===== config.mk =====
export PLATFORM = sky130hd
export DESIGN_NAME = ifp_ctrl
export DESIGN_NICKNAME = d
export VERILOG_FILES = /design/src/include/ifp_pkg.sv /design/src/ifp_arbiter.sv /design/src/ifp_ctrl.sv /design/src/ifp_edge_detect.sv
export VERILOG_INCLUDE_DIRS = /design/src /design/src/include
export SDC_FILE = /design/constraint.sdc
export NUM_CORES = 1
export LEC_CHECK = 0
export BUFFER_PORTS_ARGS = -buffer_cell sky130_fd_sc_hd__buf_2
export CAP_MARGIN = 0
export CORE_MARGIN = 2
export CORE_UTILIZATION = 45
export CTS_BUF_LIST = sky130_fd_sc_hd__clkbuf_8
export DETAILED_ROUTE_END_ITERATION = 10
export PLACE_DENSITY_LB_ADDON = 0.05
export SLEW_MARGIN = 20
export SYNTH_ARGS = -nofsm -noshare
export SYNTH_HDL_FRONTEND = slang
export SYNTH_SLANG_ARGS = --single-unit
export TNS_END_PERCENT = 100

===== constraint.sdc =====
create_clock -name sys_clk -period 18.6 [get_ports sys_clk]
set_input_delay 0.93 -clock sys_clk [delete_from_list [all_inputs] [get_ports sys_clk]]
set_output_delay 0.93 -clock sys_clk [all_outputs]
set_load 0.01 [all_outputs]

===== src/include/ifp_defines.svh =====
`ifndef IFP_DEFINES_SVH
`define IFP_DEFINES_SVH

// ----------------------------------------
// Register offsets (byte addresses)
// ----------------------------------------
`define IFP_ADDR_CORE_CTRL 8'h00
`define IFP_ADDR_STATUS_WORD 8'h02
`define IFP_ADDR_INT_CTRL_TWO 8'h04
`define IFP_ADDR_FLAGS_ZERO 8'h06
`define IFP_ADDR_FLAGS_ONE 8'h08
`define IFP_ADDR_PRIO_FIVE 8'h0a
`define IFP_ADDR_PRIO_SEVEN 8'h0c
`define IFP_ADDR_ENABLE 8'h10
`define IFP_ADDR_EVT_STATUS 8'h12
`define IFP_ADDR_EVT_MASK 8'h14
`define IFP_ADDR_PRIO_BASE 8'h20

// ----------------------------------------
// Field positions
// ----------------------------------------
`define IFP_CC_MSB 3
`define IFP_SW_LEVEL_LSB 5
`define IFP_IC2_ALT 15
`define IFP_IC2_TIMED_DISABLE_STATUS 14
`define IFP_FLG_EXT0 0
`define IFP_FLG_IC 1
`define IFP_FLG_OC 2
`define IFP_FLG_T1 3
`define IFP_FLG_T2 7
`define IFP_FLG_SPIE 9
`define IFP_FLG_SPI 10
`define IFP_FLG_RX 11
`define IFP_FLG_TX 12
`define IFP_FLG_ADC 13
`define IFP_P5_LSB 0
`define IFP_P7_LSB 4
`define IFP_EVT_FLAG 0
`define IFP_EVT_TAKEN 1

// ----------------------------------------
// Sources, levels and reset values
// ----------------------------------------
`define IFP_NUM_SRC 12
`define IFP_NUM_OWN_PRIO 10
`define IFP_SRC_EXT1 10
`define IFP_SRC_EXT2 11
`define IFP_SRC_TRAP 4'hf
`define IFP_PRIO_RESET 3'h4
`define IFP_PRIO_OFF 3'h0
`define IFP_PRIO_TOP 3'h7
`define IFP_TRAP_MIN 4'h8

`endif


===== src/include/ifp_pkg.sv =====
package ifp_pkg;

  // Request presented to the CPU core
  typedef struct packed {
    logic valid;
    logic [3:0] level;
    logic [3:0] source;
  } ifp_req_t;

  // Per-source 3-bit priority code
  typedef logic [2:0] ifp_prio_t;

endpackage : ifp_pkg


===== src/ifp_arbiter.sv =====
`timescale 1ns/1ns
`include "ifp_defines.svh"
// ----------------------------------------
// Priority resolution against the CPU level
// ----------------------------------------
module ifp_arbiter #(
  parameter int NUM_SRC = 12
) (
  // Source state
  input wire logic [NUM_SRC-1:0] pending,
  input wire ifp_pkg::ifp_prio_t prio [NUM_SRC],
  // Core state
  input wire logic timed_disable,
  input wire logic [3:0] cpu_level,
  input wire logic [3:0] trap_level,
  // Winning request
  output ifp_pkg::ifp_req_t winner
);

  logic [NUM_SRC-1:0] eligible;

  genvar g;
  for (g = 0; g < NUM_SRC; g++) begin : g_elig
    assign eligible[g] = pending[g] && (prio[g] != `IFP_PRIO_OFF)
                         && (!timed_disable || prio[g] == `IFP_PRIO_TOP);
  end

  always_comb begin
    logic [2:0] best;
    logic [3:0] best_src;
    best = `IFP_PRIO_OFF;
    best_src = 4'h0;
    // Lowest index wins a tie
    for (int i = NUM_SRC - 1; i >= 0; i--) begin
      if (eligible[i] && prio[i] >= best) begin
        best = prio[i];
        best_src = 4'(i);
      end
    end
    winner = '0;
    if (trap_level >= `IFP_TRAP_MIN) begin
      // Traps ignore the CPU level entirely
      winner.valid = 1'b1;
      winner.level = trap_level;
      winner.source = `IFP_SRC_TRAP;
    end else if (best != `IFP_PRIO_OFF && {1'b0, best} > cpu_level) begin
      winner.valid = 1'b1;
      winner.level = {1'b0, best};
      winner.source = best_src;
    end
  end

endmodule : ifp_arbiter


===== src/ifp_ctrl.sv =====
// Design decisions made here: the register addresses and strobed register access.
`timescale 1ns/1ns
`include "ifp_defines.svh"
module ifp_ctrl #(
  parameter int NUM_SRC = `IFP_NUM_SRC,
  parameter int NUM_EXT = 3
) (
  // Clock and reset
  input wire logic sys_clk,
  input wire logic rstn,
  // Register port
  input wire logic [7:0] reg_addr,
  input wire logic [15:0] reg_wdata,
  input wire logic reg_wr,
  input wire logic reg_rd,
  output logic [15:0] reg_rdata,
  // Interrupt sources: ext pins 0-2, ic, oc, t1, t2, spi err, spi, rx, tx, adc
  input wire logic [NUM_EXT-1:0] ext_pin,
  input wire logic [8:0] periph_event,
  // CPU core
  input wire logic timed_disable_active,
  input wire logic priority_msb_set,
  input wire logic [3:0] trap_level,
  input wire logic take_ack,
  output ifp_pkg::ifp_req_t cpu_req,
  output logic [3:0] cpu_level,
  output logic alternate_vector_select,
  // Event interrupt
  output logic irq
);

  // ----------------------------------------
  // State
  // ----------------------------------------
  logic [NUM_SRC-1:0] flag;
  logic [NUM_SRC-1:0] set_vec;
  logic [NUM_SRC-1:0] enable;
  logic [NUM_EXT-1:0] edge_sel;
  logic [NUM_EXT-1:0] edge_pulse;
  ifp_pkg::ifp_prio_t prio [NUM_SRC];
  logic [1:0] evt_status;
  logic [1:0] evt_mask;
  logic [1:0] evt_set;
  logic timed_disable_status;
  ifp_pkg::ifp_req_t next_req;
  logic [15:0] next_rdata;
  logic [7:0] prio_off;

  // Flag bit position of each source in its flag register
  localparam int FLAG_POS [NUM_SRC] = '{`IFP_FLG_EXT0, `IFP_FLG_IC, `IFP_FLG_OC, `IFP_FLG_T1,
    `IFP_FLG_T2, `IFP_FLG_SPIE, `IFP_FLG_SPI, `IFP_FLG_RX, `IFP_FLG_TX, `IFP_FLG_ADC, 0, 1};

  // ----------------------------------------
  // External pin edges
  // ----------------------------------------
  ifp_edge_detect #(.NUM_PINS(NUM_EXT)) u_edge (
    .sys_clk(sys_clk),
    .rstn(rstn),
    .pin(ext_pin),
    .falling_sel(edge_sel),
    .edge_pulse(edge_pulse)
  );

  assign set_vec = {edge_pulse[2], edge_pulse[1], periph_event, edge_pulse[0]};

  // ----------------------------------------
  // Request flags
  // ----------------------------------------
  genvar g;
  for (g = 0; g < NUM_SRC; g++) begin : g_flag
    localparam logic [7:0] FLG_ADDR = (g < `IFP_NUM_OWN_PRIO) ? `IFP_ADDR_FLAGS_ZERO : `IFP_ADDR_FLAGS_ONE;
    // Flag stays set until software clears it; a hardware set wins over the clear
    always_ff @(posedge sys_clk or negedge rstn) begin
      if (!rstn) begin
        flag[g] <= 1'b0;
      end else if (set_vec[g]) begin
        flag[g] <= 1'b1;
      end else if (reg_wr && reg_addr == FLG_ADDR) begin
        flag[g] <= reg_wdata[FLAG_POS[g]];
      end
    end
  end

  // ----------------------------------------
  // Priority fields
  // ----------------------------------------
  for (g = 0; g < NUM_SRC; g++) begin : g_prio
    localparam logic [7:0] P_ADDR = (g == `IFP_SRC_EXT1) ? `IFP_ADDR_PRIO_FIVE :
                                    (g == `IFP_SRC_EXT2) ? `IFP_ADDR_PRIO_SEVEN :
                                    8'(`IFP_ADDR_PRIO_BASE + 2 * g);
    localparam int P_LSB = (g == `IFP_SRC_EXT2) ? `IFP_P7_LSB : `IFP_P5_LSB;
    always_ff @(posedge sys_clk or negedge rstn) begin
      if (!rstn) begin
        prio[g] <= `IFP_PRIO_RESET;
      end else if (reg_wr && reg_addr == P_ADDR) begin
        prio[g] <= reg_wdata[P_LSB +: 3];
      end
    end
  end

  // ----------------------------------------
  // CPU priority level
  // ----------------------------------------
  // Bit 3 is set by the core and only cleared by software
  always_ff @(posedge sys_clk or negedge rstn) begin
    if (!rstn) begin
      cpu_level[3] <= 1'b0;
    end else if (priority_msb_set) begin
      cpu_level[3] <= 1'b1;
    end else if (reg_wr && reg_addr == `IFP_ADDR_CORE_CTRL && !reg_wdata[`IFP_CC_MSB]) begin
      cpu_level[3] <= 1'b0;
    end
  end

  always_ff @(posedge sys_clk or negedge rstn) begin
    if (!rstn) begin
      cpu_level[2:0] <= 3'h0;
    end else if (reg_wr && reg_addr == `IFP_ADDR_STATUS_WORD) begin
      cpu_level[2:0] <= reg_wdata[`IFP_SW_LEVEL_LSB +: 3];
    end
  end

  // ----------------------------------------
  // Control two, enables, timed disable
  // ----------------------------------------
  always_ff @(posedge sys_clk or negedge rstn) begin
    if (!rstn) begin
      alternate_vector_select <= 1'b0;
      edge_sel <= '0;
    end else if (reg_wr && reg_addr == `IFP_ADDR_INT_CTRL_TWO) begin
      alternate_vector_select <= reg_wdata[`IFP_IC2_ALT];
      edge_sel <= reg_wdata[NUM_EXT-1:0];
    end
  end

  always_ff @(posedge sys_clk or negedge rstn) begin
    if (!rstn) begin
      enable <= '0;
    end else if (reg_wr && reg_addr == `IFP_ADDR_ENABLE) begin
      enable <= reg_wdata[NUM_SRC-1:0];
    end
  end

  always_ff @(posedge sys_clk or negedge rstn) begin
    if (!rstn) begin
      timed_disable_status <= 1'b0;
    end else begin
      timed_disable_status <= timed_disable_active;
    end
  end

  // ----------------------------------------
  // Arbitration toward the core
  // ----------------------------------------
  ifp_arbiter #(.NUM_SRC(NUM_SRC)) u_arb (
    .pending(flag & enable),
    .prio(prio),
    .timed_disable(timed_disable_status),
    .cpu_level(cpu_level),
    .trap_level(trap_level),
    .winner(next_req)
  );

  always_ff @(posedge sys_clk or negedge rstn) begin
    if (!rstn) begin
      cpu_req <= '0;
    end else begin
      cpu_req <= next_req;
    end
  end

  // ----------------------------------------
  // Event status, mask and interrupt
  // ----------------------------------------
  assign evt_set = {take_ack, |set_vec};

  always_ff @(posedge sys_clk or negedge rstn) begin
    if (!rstn) begin
      evt_status <= 2'h0;
    end else begin
      // Set wins over write-one-to-clear
      evt_status <= evt_set | (evt_status &
                    ~((reg_wr && reg_addr == `IFP_ADDR_EVT_STATUS) ? reg_wdata[1:0] : 2'h0));
    end
  end

  always_ff @(posedge sys_clk or negedge rstn) begin
    if (!rstn) begin
      evt_mask <= 2'h0;
    end else if (reg_wr && reg_addr == `IFP_ADDR_EVT_MASK) begin
      evt_mask <= reg_wdata[1:0];
    end
  end

  always_ff @(posedge sys_clk or negedge rstn) begin
    if (!rstn) begin
      irq <= 1'b0;
    end else begin
      irq <= |(evt_status & evt_mask);
    end
  end

  // ----------------------------------------
  // Read-back
  // ----------------------------------------
  assign prio_off = reg_addr - `IFP_ADDR_PRIO_BASE;

  always_comb begin
    next_rdata = 16'h0000;
    unique case (reg_addr)
      `IFP_ADDR_CORE_CTRL: next_rdata[`IFP_CC_MSB] = cpu_level[3];
      `IFP_ADDR_STATUS_WORD: next_rdata[`IFP_SW_LEVEL_LSB +: 3] = cpu_level[2:0];
      `IFP_ADDR_INT_CTRL_TWO: begin
        next_rdata[`IFP_IC2_ALT] = alternate_vector_select;
        next_rdata[`IFP_IC2_TIMED_DISABLE_STATUS] = timed_disable_status;
        next_rdata[NUM_EXT-1:0] = edge_sel;
      end
      `IFP_ADDR_FLAGS_ZERO: begin
        for (int i = 0; i < `IFP_NUM_OWN_PRIO; i++) begin
          next_rdata[FLAG_POS[i]] = flag[i];
        end
      end
      `IFP_ADDR_FLAGS_ONE: next_rdata[1:0] = flag[`IFP_SRC_EXT2:`IFP_SRC_EXT1];
      `IFP_ADDR_PRIO_FIVE: next_rdata[`IFP_P5_LSB +: 3] = prio[`IFP_SRC_EXT1];
      `IFP_ADDR_PRIO_SEVEN: next_rdata[`IFP_P7_LSB +: 3] = prio[`IFP_SRC_EXT2];
      `IFP_ADDR_ENABLE: next_rdata[NUM_SRC-1:0] = enable;
      `IFP_ADDR_EVT_STATUS: next_rdata[1:0] = evt_status;
      `IFP_ADDR_EVT_MASK: next_rdata[1:0] = evt_mask;
      default: begin
        if (!prio_off[0] && prio_off[7:1] < 7'(`IFP_NUM_OWN_PRIO)) begin
          next_rdata[2:0] = prio[prio_off[4:1]];
        end
      end
    endcase
  end

  // Read data stand only in the cycle after the strobe
  always_ff @(posedge sys_clk or negedge rstn) begin
    if (!rstn) begin
      reg_rdata <= 16'h0000;
    end else begin
      reg_rdata <= reg_rd ? next_rdata : 16'h0000;
    end
  end

  for (g = 0; g < NUM_SRC; g++) begin : g_chk

  end
endmodule : ifp_ctrl


===== src/ifp_edge_detect.sv =====
`timescale 1ns/1ns
// ----------------------------------------
// Per-pin edge detector with polarity select
// ----------------------------------------
module ifp_edge_detect #(
  parameter int NUM_PINS = 3
) (
  // Clock and reset
  input wire logic sys_clk,
  input wire logic rstn,
  // Pins and polarity (1 = falling edge)
  input wire logic [NUM_PINS-1:0] pin,
  input wire logic [NUM_PINS-1:0] falling_sel,
  // One-cycle edge pulses
  output logic [NUM_PINS-1:0] edge_pulse
);

  logic [NUM_PINS-1:0] pin_prev;
  logic armed;

  // Armed after the first sample so reset does not fake an edge
  always_ff @(posedge sys_clk or negedge rstn) begin
    if (!rstn) begin
      armed <= 1'b0;
    end else begin
      armed <= 1'b1;
    end
  end

  genvar g;
  for (g = 0; g < NUM_PINS; g++) begin : g_pin
    always_ff @(posedge sys_clk or negedge rstn) begin
      if (!rstn) begin
        pin_prev[g] <= 1'b0;
      end else begin
        pin_prev[g] <= pin[g];
      end
    end
    assign edge_pulse[g] = armed & (falling_sel[g] ? (pin_prev[g] & ~pin[g]) : (~pin_prev[g] & pin[g]));
  end

endmodule : ifp_edge_detect

### Word-level counts from Yosys, hierarchy flattened

Cells that the tools add are included.

* input port bits: 47
* output and inout bits: 31
* word-level logic and storage cells: 286
* register bits: 103

* add/subtract/negate cells: 1
* bitwise operators: 21
* reductions and logical operators: 105
* order comparisons: 16
* multiplexer cells: 71
* equality and inequality tests: 31

Operator list (number)
* $eq A8 B6 Y1 const B: 10
* $logic_and A1 B1 Y1: 59
* $mux W4: 12
* $mux W3: 15
* $reduce_bool A3 Y1: 13
* $eq A3 B3 Y1 const B: 12
* $ge A3 B3 Y1: 11
* $mux W1: 30
* $reduce_bool A2 Y1: 13
* $eq A8 B4 Y1 const B: 3
* $eq A8 B5 Y1 const B: 3
* $mux W9: 2
* $eq A8 B3 Y1 const B: 2
* $mux W16: 1
* $pmux W2 S8: 1
* $and A12 B12 Y12: 1
* $bmux W3 S4: 1
* $logic_or A1 B1 Y1: 12
* $reduce_or A12 Y1: 1
* $and A1 B1 Y1: 9
* $eq A8 B2 Y1 const B: 1
* $logic_not A8 Y1: 1
* $sub A8 B6 Y8 const B: 1
* $lt A7 B4 Y1 const B: 1
* other kinds (19): 30

### Logic depth before layout (Yosys ltp)

Gate-level depths: netlist (run 1).

* word-level depth: 42
* gate-level depth with buffers: 93

### Hierarchy

A second synthesis (run 1) with hierarchy kept.

* cells, all modules: 728
* area total of the unflattened synthesis: 7043.0 um2

Modules (own cells, without submodules)
* ifp_ctrl: area each 4489.3 um2, cells each 364, times used 1
* ifp_arbiter: area each 2378.5 um2, cells each 350, times used 1
* ifp_edge_detect: area each 175.2 um2, cells each 14, times used 1

### Worst setup path before layout (run 1)

Ideal clock, no wire load.

* kind: register -> register
* from: register timed_disable_status
* to: register cpu_req[5] in the netlist's numbering
* cell stages (with the launch flop): 90
* arrival: 15.902 ns
* data required time: 18.478 ns
* clock period less this slack: 16.023 ns
* path buffers: 3
* path slack: 2.577 ns
* path through: dfrtp_1 > buf_4 > o21bai_1 > o22ai_1 > and2_1 > ha_1 > nor2b_4 > o21a_1 > buf_6 > o311ai_2 > nand2_1 > ha_1 > nand2b_1 > a2111o_1 > o31ai_1 > a211oi_1 > nor3_1 > ha_1 > [54 not listed] > nand2b_1 > a31o_2 > a22oi_2 > nand2_1 > o22a_1 > ha_1 > nand2b_1 > a21oi_1 > nor2b_1 > o2111ai_1 > nand2_1 > and2_1 > ha_1 > nor2b_1 > o21a_1 > o21ai_0 > nor2_1 > a32o_1

RTL lines
* from (decl): line ifp_ctrl.sv:44 `logic timed_disable_status;`
* from (signal assigned): line ifp_ctrl.sv:148 `timed_disable_status <= timed_disable_active;`
* to (signal assigned): line ifp_ctrl.sv:168 `cpu_req <= next_req;`
* to (decl): line ifp_ctrl.sv:25 `output ifp_pkg::ifp_req_t cpu_req,`

==> results.sh, run 1 <==
export IMPL_status="complete, no violations"
export IMPL_syn_nets=785
export IMPL_fmax_ghz=0.0577
export IMPL_pre_cts_ws_ps=383
export IMPL_slew_headroom=0.406
export IMPL_placed_area_um2=7300
export IMPL_required_ps=18890
export IMPL_drc=0
export IMPL_via_count=5925
export IMPL_cp_arrival_ps=17620
export IMPL_synth_top_area_share=0.339
export IMPL_vias_per_cell=6.05
export IMPL_async_reset_ff_frac=1.00
export IMPL_hpwlAfterDp_um=15600
export IMPL_switching_power_mw=0.142
export IMPL_seqPwrFrac=0.540
export IMPL_ys_seq_area_frac=0.386
export IMPL_wl_per_cell_um=20.3
export IMPL_num_fill_cells=1368
export IMPL_ys_seq_elements=103
export IMPL_clkTransAtPathRegs_ps=100
export IMPL_setup_viol=0
export IMPL_hold_buffers=0
export IMPL_period_needed_ps=17330
export IMPL_nets=859
export IMPL_numCtsBuffers=9
export IMPL_antenna_cells=0
export IMPL_ys_types=88
export IMPL_dr_first_iter_drc_count=431
export IMPL_dieArea_um2=15900
export IMPL_clockBufferDepth=2
export IMPL_drive_gt1_frac=0.274
export IMPL_pwr_share_clk=0.308
export IMPL_grtUsageTotal=0.253
export IMPL_cts_root_buf="clkbuf_8"
export IMPL_max_stage_delay_ps=490
export IMPL_start_util=0.462
export IMPL_synthCells=717
export IMPL_power_leakage_nw=3.38
export IMPL_num_rows=44
export IMPL_irDropWorstVdd_mv=0.0369
export IMPL_ios=78
export IMPL_cts_max_level=3
export IMPL_postRouteAntennaNets=0
export IMPL_dr_pass1_iters=5
export IMPL_synth_area_leaders="dfrtp_1, mux2_2, nand2_1, dfstp_2, ha_1"
export IMPL_powerDensity_nw_per_um2=60.3
export IMPL_synthesis_area_um2=6720
export IMPL_grt_pass1_vias=5725
export IMPL_coreArea_um2=14500
export IMPL_postLayoutCellArea_um2=7580
export IMPL_wl_um=19900
export IMPL_critPathMostFrequentCell="ha_1"
export IMPL_worst_setup_path_type="flip-flop to flip-flop"
export IMPL_die_y_um=126
export IMPL_syn_area_per_cell_um2=9.37
export IMPL_crit_path_max_fanout=7
export IMPL_grt_pass1_wl_um=31500
export IMPL_hp_class="input port to async pin"
export IMPL_slowest_stage="dfrtp_2"
export IMPL_p_int_mw=0.315
export IMPL_grt_max_degree=70
export IMPL_finClkSkew_ps=9.78
export IMPL_gp_routability_congestion=0.937
export IMPL_cts_tree="built"
export IMPL_fin_ws_ps=1270
export IMPL_synth_edff_count=0
export IMPL_port_buffers=76
export IMPL_synth_ff_type="dfrtp_1"
export IMPL_p_sw_frac=0.310
export IMPL_fin_crit_sh=0.932
export IMPL_report_final_slew_viol_count=0
export IMPL_tns_ps=0
export IMPL_grt_overflow_total=0
export IMPL_cp_end_kind="flip-flop"
export IMPL_start_kind="flip-flop"
export IMPL_finalHoldViolCount=0
export IMPL_yosys_warnings=0
export IMPL_rsz0062_at_grt="false"
export IMPL_p_comb_frac=0.151
export IMPL_areaGrowthSynthToFinish_pct=12.9
export IMPL_synth_top_cell_by_area="dfrtp_1"
export IMPL_antenna_found_initial=0
export IMPL_clk_latency_ps=380
export IMPL_worstMarginPinSlew_ps=883
export IMPL_die_w_um=126
export IMPL_clock_sinks=103
export IMPL_max_cap_violations=0
==> logic make-up (layout without fill, tap and decap cells) <==
kind of cell	Yosys count	after routing	synth area share
multiplexers	63	63	0.115
adder cells (fa/ha/maj)	23	23	0.0421
flip-flops	103	103	0.386
XOR/XNOR	1	1	0.00130
buffers and inverters	55	134	0.0330
AND/OR/NAND/NOR	284	284	0.206
AO/OA/AOI/OAI	187	187	0.216
other	1	1	0.000558
==> synth_stat cells (all sizes together), types with 7 or more instances <==
| master | instances |
|---|---|
| o22ai | 10 |
| a21oi | 25 |
| nand4 | 7 |
| nor2 | 54 |
| nand2 | 103 |
| a31oi | 10 |
| and2 | 11 |
| dfstp | 12 |
| nand2b | 17 |
| o31ai | 9 |
| a22oi | 10 |
| o21ai | 28 |
| ha | 21 |
| inv | 29 |
| a21bo | 8 |
| buf | 9 |
| nand3 | 30 |
| nor3 | 11 |
| dfrtp | 91 |
| and3 | 17 |
| mux2 | 51 |
| nand3b | 11 |
| clkbuf | 17 |
| a21boi | 9 |
==> worst max-delay path: cells and delay by family (launching register included) <==
family,cells,cell delay [ps]
multiplexers,2,650
AND/OR/NAND/NOR,30,4560
adder cells (fa/ha/maj),13,3620
flip-flops,1,490
AO/OA/AOI/OAI,41,7420
buffers and inverters,3,490
==> stage by stage <==
step / std cells / hold WS [ps] / power (mW) / utilization
after detailed placement: 962 / 506 / 0.319 / 0.502
after global routing: 980 / 520 / 0.479 / 0.522
after floorplan: 717 / 474 / 0.289 / -
final: 980 / 482 / 0.457 / 0.522
after global placement: 962 / 500 / 0.317 / 0.502
after CTS: 978 / 495 / 0.459 / 0.515
==> routing by layer <==
metal  up-vias  routed length (um)  part of all wire  global-route usage
li1       2803                   -                 -                   -
met5         -                   0                 0                   0
met2       183                9830              0.50               0.430
met1      2914                8700              0.44               0.341
met3        25                 944             0.048              0.0302
met4         0                 378             0.019              0.0750
==> cell type report <==
| class | instances | area, um^2 | area share |
|---|---|---|---|
| clock inverters | 7 | 70.1 | 0.00924 |
| flip-flops and latches | 103 | 2590 | 0.342 |
| inverters | 29 | 109 | 0.0144 |
| well taps | 184 | 230 | 0.0304 |
| repair buffers | 89 | 480 | 0.0634 |
| clock buffers | 9 | 124 | 0.0163 |
| multi-input cells | 559 | 3970 | 0.524 |
==> power by group through the flow <==
stage | Sequential (mW) | Clock (mW) | Combinational [mW]
after floorplan | 0.246 | 0 | 0.0432
after global placement | 0.251 | 0 | 0.0660
after detailed placement | 0.251 | 0 | 0.0677
after CTS | 0.247 | 0.144 | 0.0681
after global routing | 0.249 | 0.153 | 0.0777
final | 0.247 | 0.141 | 0.0692
==> placed cells by master, fill, tap and decap left out, types with 7 or more instances in the layout <==
master / n
a21boi_0: 7
a21oi_1: 23
a22oi_1: 8
a31oi_1: 8
and2_1: 10
and3_1: 17
buf_2: 75
buf_4: 14
clkbuf_8: 9
dfrtp_1: 89
dfstp_2: 12
ha_1: 21
inv_1: 28
mux2_2: 50
nand2_1: 102
nand2b_1: 17
nand3_1: 29
nand3b_1: 11
nand4_1: 7
nor2_1: 52
nor3_1: 10
o21ai_0: 22
o22ai_1: 10
==> flip-flops by register name, summed over array words and instances (netlist names) <==
register                 flops
prio                        36
flag                        12
u_edge.armed                 1
irq                          1
u_edge.pin_prev              3
cpu_level                    4
timed_disable_status         1
edge_sel                     3
evt_mask                     2
cpu_req                      9
alternate_vector_select      1
evt_status                   2
reg_rdata                   16
enable                      12
==> final timing paths <==
path	startpoint	end	slack, ps	cells past startpoint
setup / recovery	prio[0]	cpu_req[3]	1270	89
hold / removal	rstn	cpu_req[3]	480	1
max in group asynchronous	rstn	timed_disable_status	16830	2
min in group sys_clk	alternate_vector_select	alternate_vector_select	530	1
hold reg to reg	alternate_vector_select	alternate_vector_select	530	1
setup reg to reg	prio[0]	cpu_req[3]	1270	89
==> repair_timing <==
item,in CTS,in global routing
resized for setup,0,16
endpoints found under the setup margin,0,8
buffers inserted,0,2
Power figures use the tool's default switching activity.
==> run 2: changes to the inputs <==
Settings changed: ABC_CLOCK_PERIOD_IN_PS set to 18600, BUFFER_PORTS_ARGS -buffer_cell sky130_fd_sc_hd__buf_2 to -buffer_cell sky130_fd_sc_hd__buf_4, MAX_ROUTING_LAYER set to met4.
==> run 2 against run 1 <==
  * Sequential power is essentially flat
  * Fmax shrank 0.97%
  * Count of clock-buffer cells in the layout is the same
  * Sequential share of layout area shrank 0.83 points
  * Critical path depth is the same
  * Sequential cell count is the same
  * Setup slack lost 170 ps
  * Critical endpoint unchanged
==> results.sh, run 2 (synthesis results as in run 1) <==
export IMPL_grt_pass1_vias=5792
export IMPL_power_leakage_nw=3.42
export IMPL_critPathMostFrequentCell="ha_1"
export IMPL_cts_tree="built"
export IMPL_largest_reg_flops=36
export IMPL_grt_overflow_total=0
export IMPL_powerDensity_nw_per_um2=61.0
export IMPL_max_cap_violations=0
export IMPL_worstMarginPinSlew_ps=988
export IMPL_antenna_found_initial=0
export IMPL_dieArea_um2=15900
export IMPL_fin_crit_sh=0.941
export IMPL_drive_gt1_frac=0.276
export IMPL_dr_first_iter_drc_count=480
export IMPL_grt_max_degree=79
export IMPL_antenna_cells=0
export IMPL_setup_viol=0
export IMPL_nets=856
export IMPL_postLayoutCellArea_um2=7770
export IMPL_postRouteAntennaNets=0
export IMPL_hold_ws_ps=448
export IMPL_post_route_util=0.535
export IMPL_status="complete, no violations"
export IMPL_period_needed_ps=17500
export IMPL_finClkSkew_ps=11.7
export IMPL_path_buf_inv=2
export IMPL_hpwlAfterDp_um=15700
export IMPL_hp_class="input port to async pin"
export IMPL_slew_headroom=0.342
export IMPL_cts_max_level=3
export IMPL_final_cell_mix="nand2_1, dfrtp_1, buf_4"
export IMPL_cp_end_kind="flip-flop"
export IMPL_finalHoldViolCount=0
export IMPL_wl_um=20400
export IMPL_clk_latency_ps=380
export IMPL_port_buffers=76
export IMPL_clkTransAtPathRegs_ps=110
export IMPL_coreArea_um2=14500
export IMPL_placed_area_um2=7460
export IMPL_report_final_slew_viol_count=0
export IMPL_cp_arrival_ps=17790
export IMPL_grt_pass1_wl_um=32300
export IMPL_die_y_um=126
export IMPL_crit_path_max_fanout=9
export IMPL_num_fill_cells=1353
export IMPL_areaGrowthSynthToFinish_pct=15.7
export IMPL_clock_sinks=103
export IMPL_num_rows=44
export IMPL_slowest_stage="dfrtp_2"
export IMPL_largest_registers="prio x36, reg_rdata x16"
export IMPL_required_ps=18900
export IMPL_irDropWorstVdd_mv=0.0540
export IMPL_vias_per_cell=6.08
export IMPL_gp_routability_congestion=0.909
export IMPL_numCtsBuffers=9
export IMPL_wl_per_cell_um=20.9
export IMPL_worst_setup_path_type="flip-flop to flip-flop"
export IMPL_start_kind="flip-flop"
export IMPL_clockBufferDepth=2
export IMPL_max_stage_delay_ps=490
export IMPL_dr_pass1_iters=5
export IMPL_via_count=5945
export IMPL_fmax_ghz=0.0572
export IMPL_final_common_cell="nand2_1"
export IMPL_ios=78
export IMPL_regMostFlops="prio"
export IMPL_start_util=0.462
export IMPL_grtUsageTotal=0.269
export IMPL_crit_family="compound AO/OA/AOI/OAI gates"
export IMPL_die_w_um=126
export IMPL_drc=0
export IMPL_cts_root_buf="clkbuf_8"
[run 2: changes by cell type in the layout (fill, tap and decap cells not counted), sizes merged]
cell | before | now
bufinv | 0 | 1
clkinv | 2 | 3
inv | 33 | 31
buf | 89 | 86
[run 2: path summary, 6_finish.rpt]
check	start	to	slack [ps]	cells after the start
worst max-delay path	prio[0]	cpu_req[3]	1100	89
worst min-delay path	rstn	cpu_req[2]	450	1
worst max register to register	prio[0]	cpu_req[3]	1100	89
worst min register to register	alternate_vector_select	alternate_vector_select	540	1
max in group asynchronous	rstn	timed_disable_status	16790	2
min in group sys_clk	alternate_vector_select	alternate_vector_select	540	1
[run 2: timing repair]
action,4_1_cts,5_1_grt
setup endpoints to repair,0,8
hold buffers,0,0
gates resized for setup,0,20
buffers inserted,0,2
[run 2: layer usage]
| metal | GRT usage | vias up | wire length [um] |
|---|---|---|---|
| li1 | - | 2800 | - |
| met4 | 0.0750 | 0 | 469 |
| met2 | 0.437 | 182 | 10000 |
| met1 | 0.351 | 2933 | 8830 |
| met5 | - | - | 0 |
| met3 | 0.0446 | 30 | 1100 |
[run 2: layout make-up]
class | instances | area [um^2] | share of cell area
timing repair buffer | 86 | 646 | 0.0831
inverter | 29 | 109 | 0.0140
tap | 184 | 230 | 0.0296
clock buffer | 9 | 124 | 0.0159
clock inverter | 7 | 91.3 | 0.0118
multi-input combinational | 559 | 3980 | 0.512
sequential | 103 | 2590 | 0.334
[run 2: stage by stage]
stage / TNS [ps] / total power, mW / worst slack (ps) / instances
2_1_floorplan: 0 / 0.289 / 2580 / 717
4_1_cts: 0 / 0.476 / 158 / 975
5_1_grt: -91.7 / 0.495 / -74.6 / 977
6_report: 0 / 0.474 / 1100 / 977
3_3_place_gp: 0 / 0.320 / 489 / 959
3_5_place_dp: 0 / 0.322 / 219 / 959
[run 2: where the power goes]
group / total (mW) / internal [mW] / switching (mW) / leakage [nW]
clock network: 0.154 / 0.0653 / 0.0883 / 0.105
registers: 0.247 / 0.234 / 0.0136 / 1.25
logic: 0.0727 / 0.0323 / 0.0404 / 2.07
total: 0.474 / 0.331 / 0.142 / 3.42
==> run 3: changes to the inputs <==
Settings changed: PLACE_DENSITY_LB_ADDON 0.05 to 0.2.
==> run 3 against run 2 <==
  * Routed wire length decreased by 2.3%
  * Setup slack better by 130 ps
  * Clock skew barely moved
  * Global-route usage fell by 1.1 points
  * Critical path depth decreased by 2
  * Non-clock buffer count shrank 2
  * Sequential power hardly changed
==> results.sh, run 3 (synthesis results as in run 1) <==
export IMPL_coreArea_um2=14500
export IMPL_hp_class="input port to async pin"
export IMPL_slowest_stage="dfrtp_2"
export IMPL_status="complete, no violations"
export IMPL_regArea_um2=2590
export IMPL_nets=854
export IMPL_hold_ws_ps=418
export IMPL_grt_pass1_wl_um=31600
export IMPL_wl_per_cell_um=20.4
export IMPL_cp_arrival_ps=17660
export IMPL_largest_registers="prio x36, reg_rdata x16"
export IMPL_die_w_um=126
export IMPL_port_buffers=76
export IMPL_worst_setup_path_type="flip-flop to flip-flop"
export IMPL_worstSetupStartpoint="prio[0]"
export IMPL_dr_first_iter_drc_count=444
export IMPL_grtUsageTotal=0.259
export IMPL_worstMarginPinSlew_ps=902
export IMPL_grt_overflow_total=0
export IMPL_vias_per_cell=6.14
export IMPL_die_y_um=126
export IMPL_ios=78
export IMPL_required_ps=18890
export IMPL_drive_gt1_frac=0.272
export IMPL_clkTransAtPathRegs_ps=110
export IMPL_path_buf_inv=3
export IMPL_irDropWorstVdd_mv=0.0411
export IMPL_drc=0
export IMPL_cp_end_kind="flip-flop"
export IMPL_gp_routability_congestion=0.929
export IMPL_slew_headroom=0.393
export IMPL_setup_viol=0
export IMPL_report_final_slew_viol_count=0
export IMPL_max_stage_delay_ps=480
export IMPL_wl_um=19900
export IMPL_power_leakage_nw=3.40
export IMPL_clk_latency_ps=390
export IMPL_dieArea_um2=15900
export IMPL_dr_pass1_iters=5
export IMPL_grt_pass1_vias=5865
export IMPL_final_common_cell="nand2_1"
export IMPL_start_util=0.462
export IMPL_crit_family="compound AO/OA/AOI/OAI gates"
export IMPL_crit_path_max_fanout=9
export IMPL_fin_cells=976
export IMPL_grt_max_degree=84
export IMPL_num_fill_cells=1378
export IMPL_finalHoldViolCount=0
export IMPL_post_route_util=0.531
export IMPL_dp_cells=957
export IMPL_hpwlAfterDp_um=15500
export IMPL_final_cell_mix="nand2_1, dfrtp_1, buf_4"
export IMPL_via_count=5995
export IMPL_fin_crit_sh=0.934
export IMPL_largest_reg_flops=36
export IMPL_finClkSkew_ps=11.6
export IMPL_critPathMostFrequentCell="ha_1"
export IMPL_postRouteAntennaNets=0
export IMPL_powerDensity_nw_per_um2=59.3
export IMPL_tns_ps=0
export IMPL_rr_startpoint="prio[0]"
export IMPL_clockBufferDepth=2
export IMPL_areaGrowthSynthToFinish_pct=14.9
export IMPL_num_rows=44
export IMPL_max_cap_violations=0
export IMPL_period_needed_ps=17370
export IMPL_multi_input_area_um2=3950
export IMPL_placed_area_um2=7450
export IMPL_postLayoutCellArea_um2=7710
export IMPL_start_kind="flip-flop"
export IMPL_clock_sinks=103
export IMPL_cts_tree="built"
export IMPL_cts_max_level=3
export IMPL_antenna_found_initial=1
export IMPL_regMostFlops="prio"
export IMPL_fmax_ghz=0.0576
export IMPL_numCtsBuffers=9
export IMPL_cts_root_buf="clkbuf_8"
## run 3: final timing paths
check | to | slack (ps) | cells past startpoint
setup reg to reg | cpu_req[3] | 1230 | 87
hold / removal | prio[28] | 420 | 1
min in group sys_clk | alternate_vector_select | 540 | 1
max in group asynchronous | prio[0] | 17120 | 2
setup / recovery | cpu_req[3] | 1230 | 87
hold reg to reg | alternate_vector_select | 540 | 1
## run 3: metal layers
| layer | global-route usage | wire, um | share of wire | vias to the layer above |
|---|---|---|---|---|
| li1 | - | - | - | 2798 |
| met1 | 0.344 | 8760 | 0.44 | 2946 |
| met2 | 0.410 | 9690 | 0.49 | 224 |
| met3 | 0.0361 | 1060 | 0.053 | 27 |
| met4 | 0.0853 | 427 | 0.021 | 0 |
| met5 | - | 0 | 0 | - |
## run 3: layout make-up
| class | count | area share |
|---|---|---|
| Tap cell | 184 | 0.0299 |
| Clock buffer | 9 | 0.0161 |
| Timing Repair Buffer | 84 | 0.0823 |
| Sequential cell | 103 | 0.336 |
| Inverter | 29 | 0.0141 |
| Multi-Input combinational cell | 559 | 0.512 |
| Antenna cell | 1 | 0.000324 |
| Clock inverter | 7 | 0.00876 |
## run 3: repair_timing
action                                  in CTS  in global routing
hold buffers                                 0                  0
endpoints found under the hold margin        0                  0
endpoints found under the setup margin       0                  8
setup buffers                                0                  2
gates resized for setup                      0                 16
## run 3: report_power, final
group	internal (mW)	leakage [nW]	switching [mW]	total (mW)
Sequential	0.234	1.25	0.0131	0.247
Clock	0.0517	0.0985	0.0871	0.139
Combinational	0.0322	2.05	0.0397	0.0719
## run 3: stage by stage
step           worst slack [ps]  power [mW]
6_report                   1230       0.458
5_1_grt                   -34.1       0.477
4_1_cts                     223       0.459
3_5_place_dp                324       0.321
3_3_place_gp                493       0.319
2_1_floorplan              2580       0.289
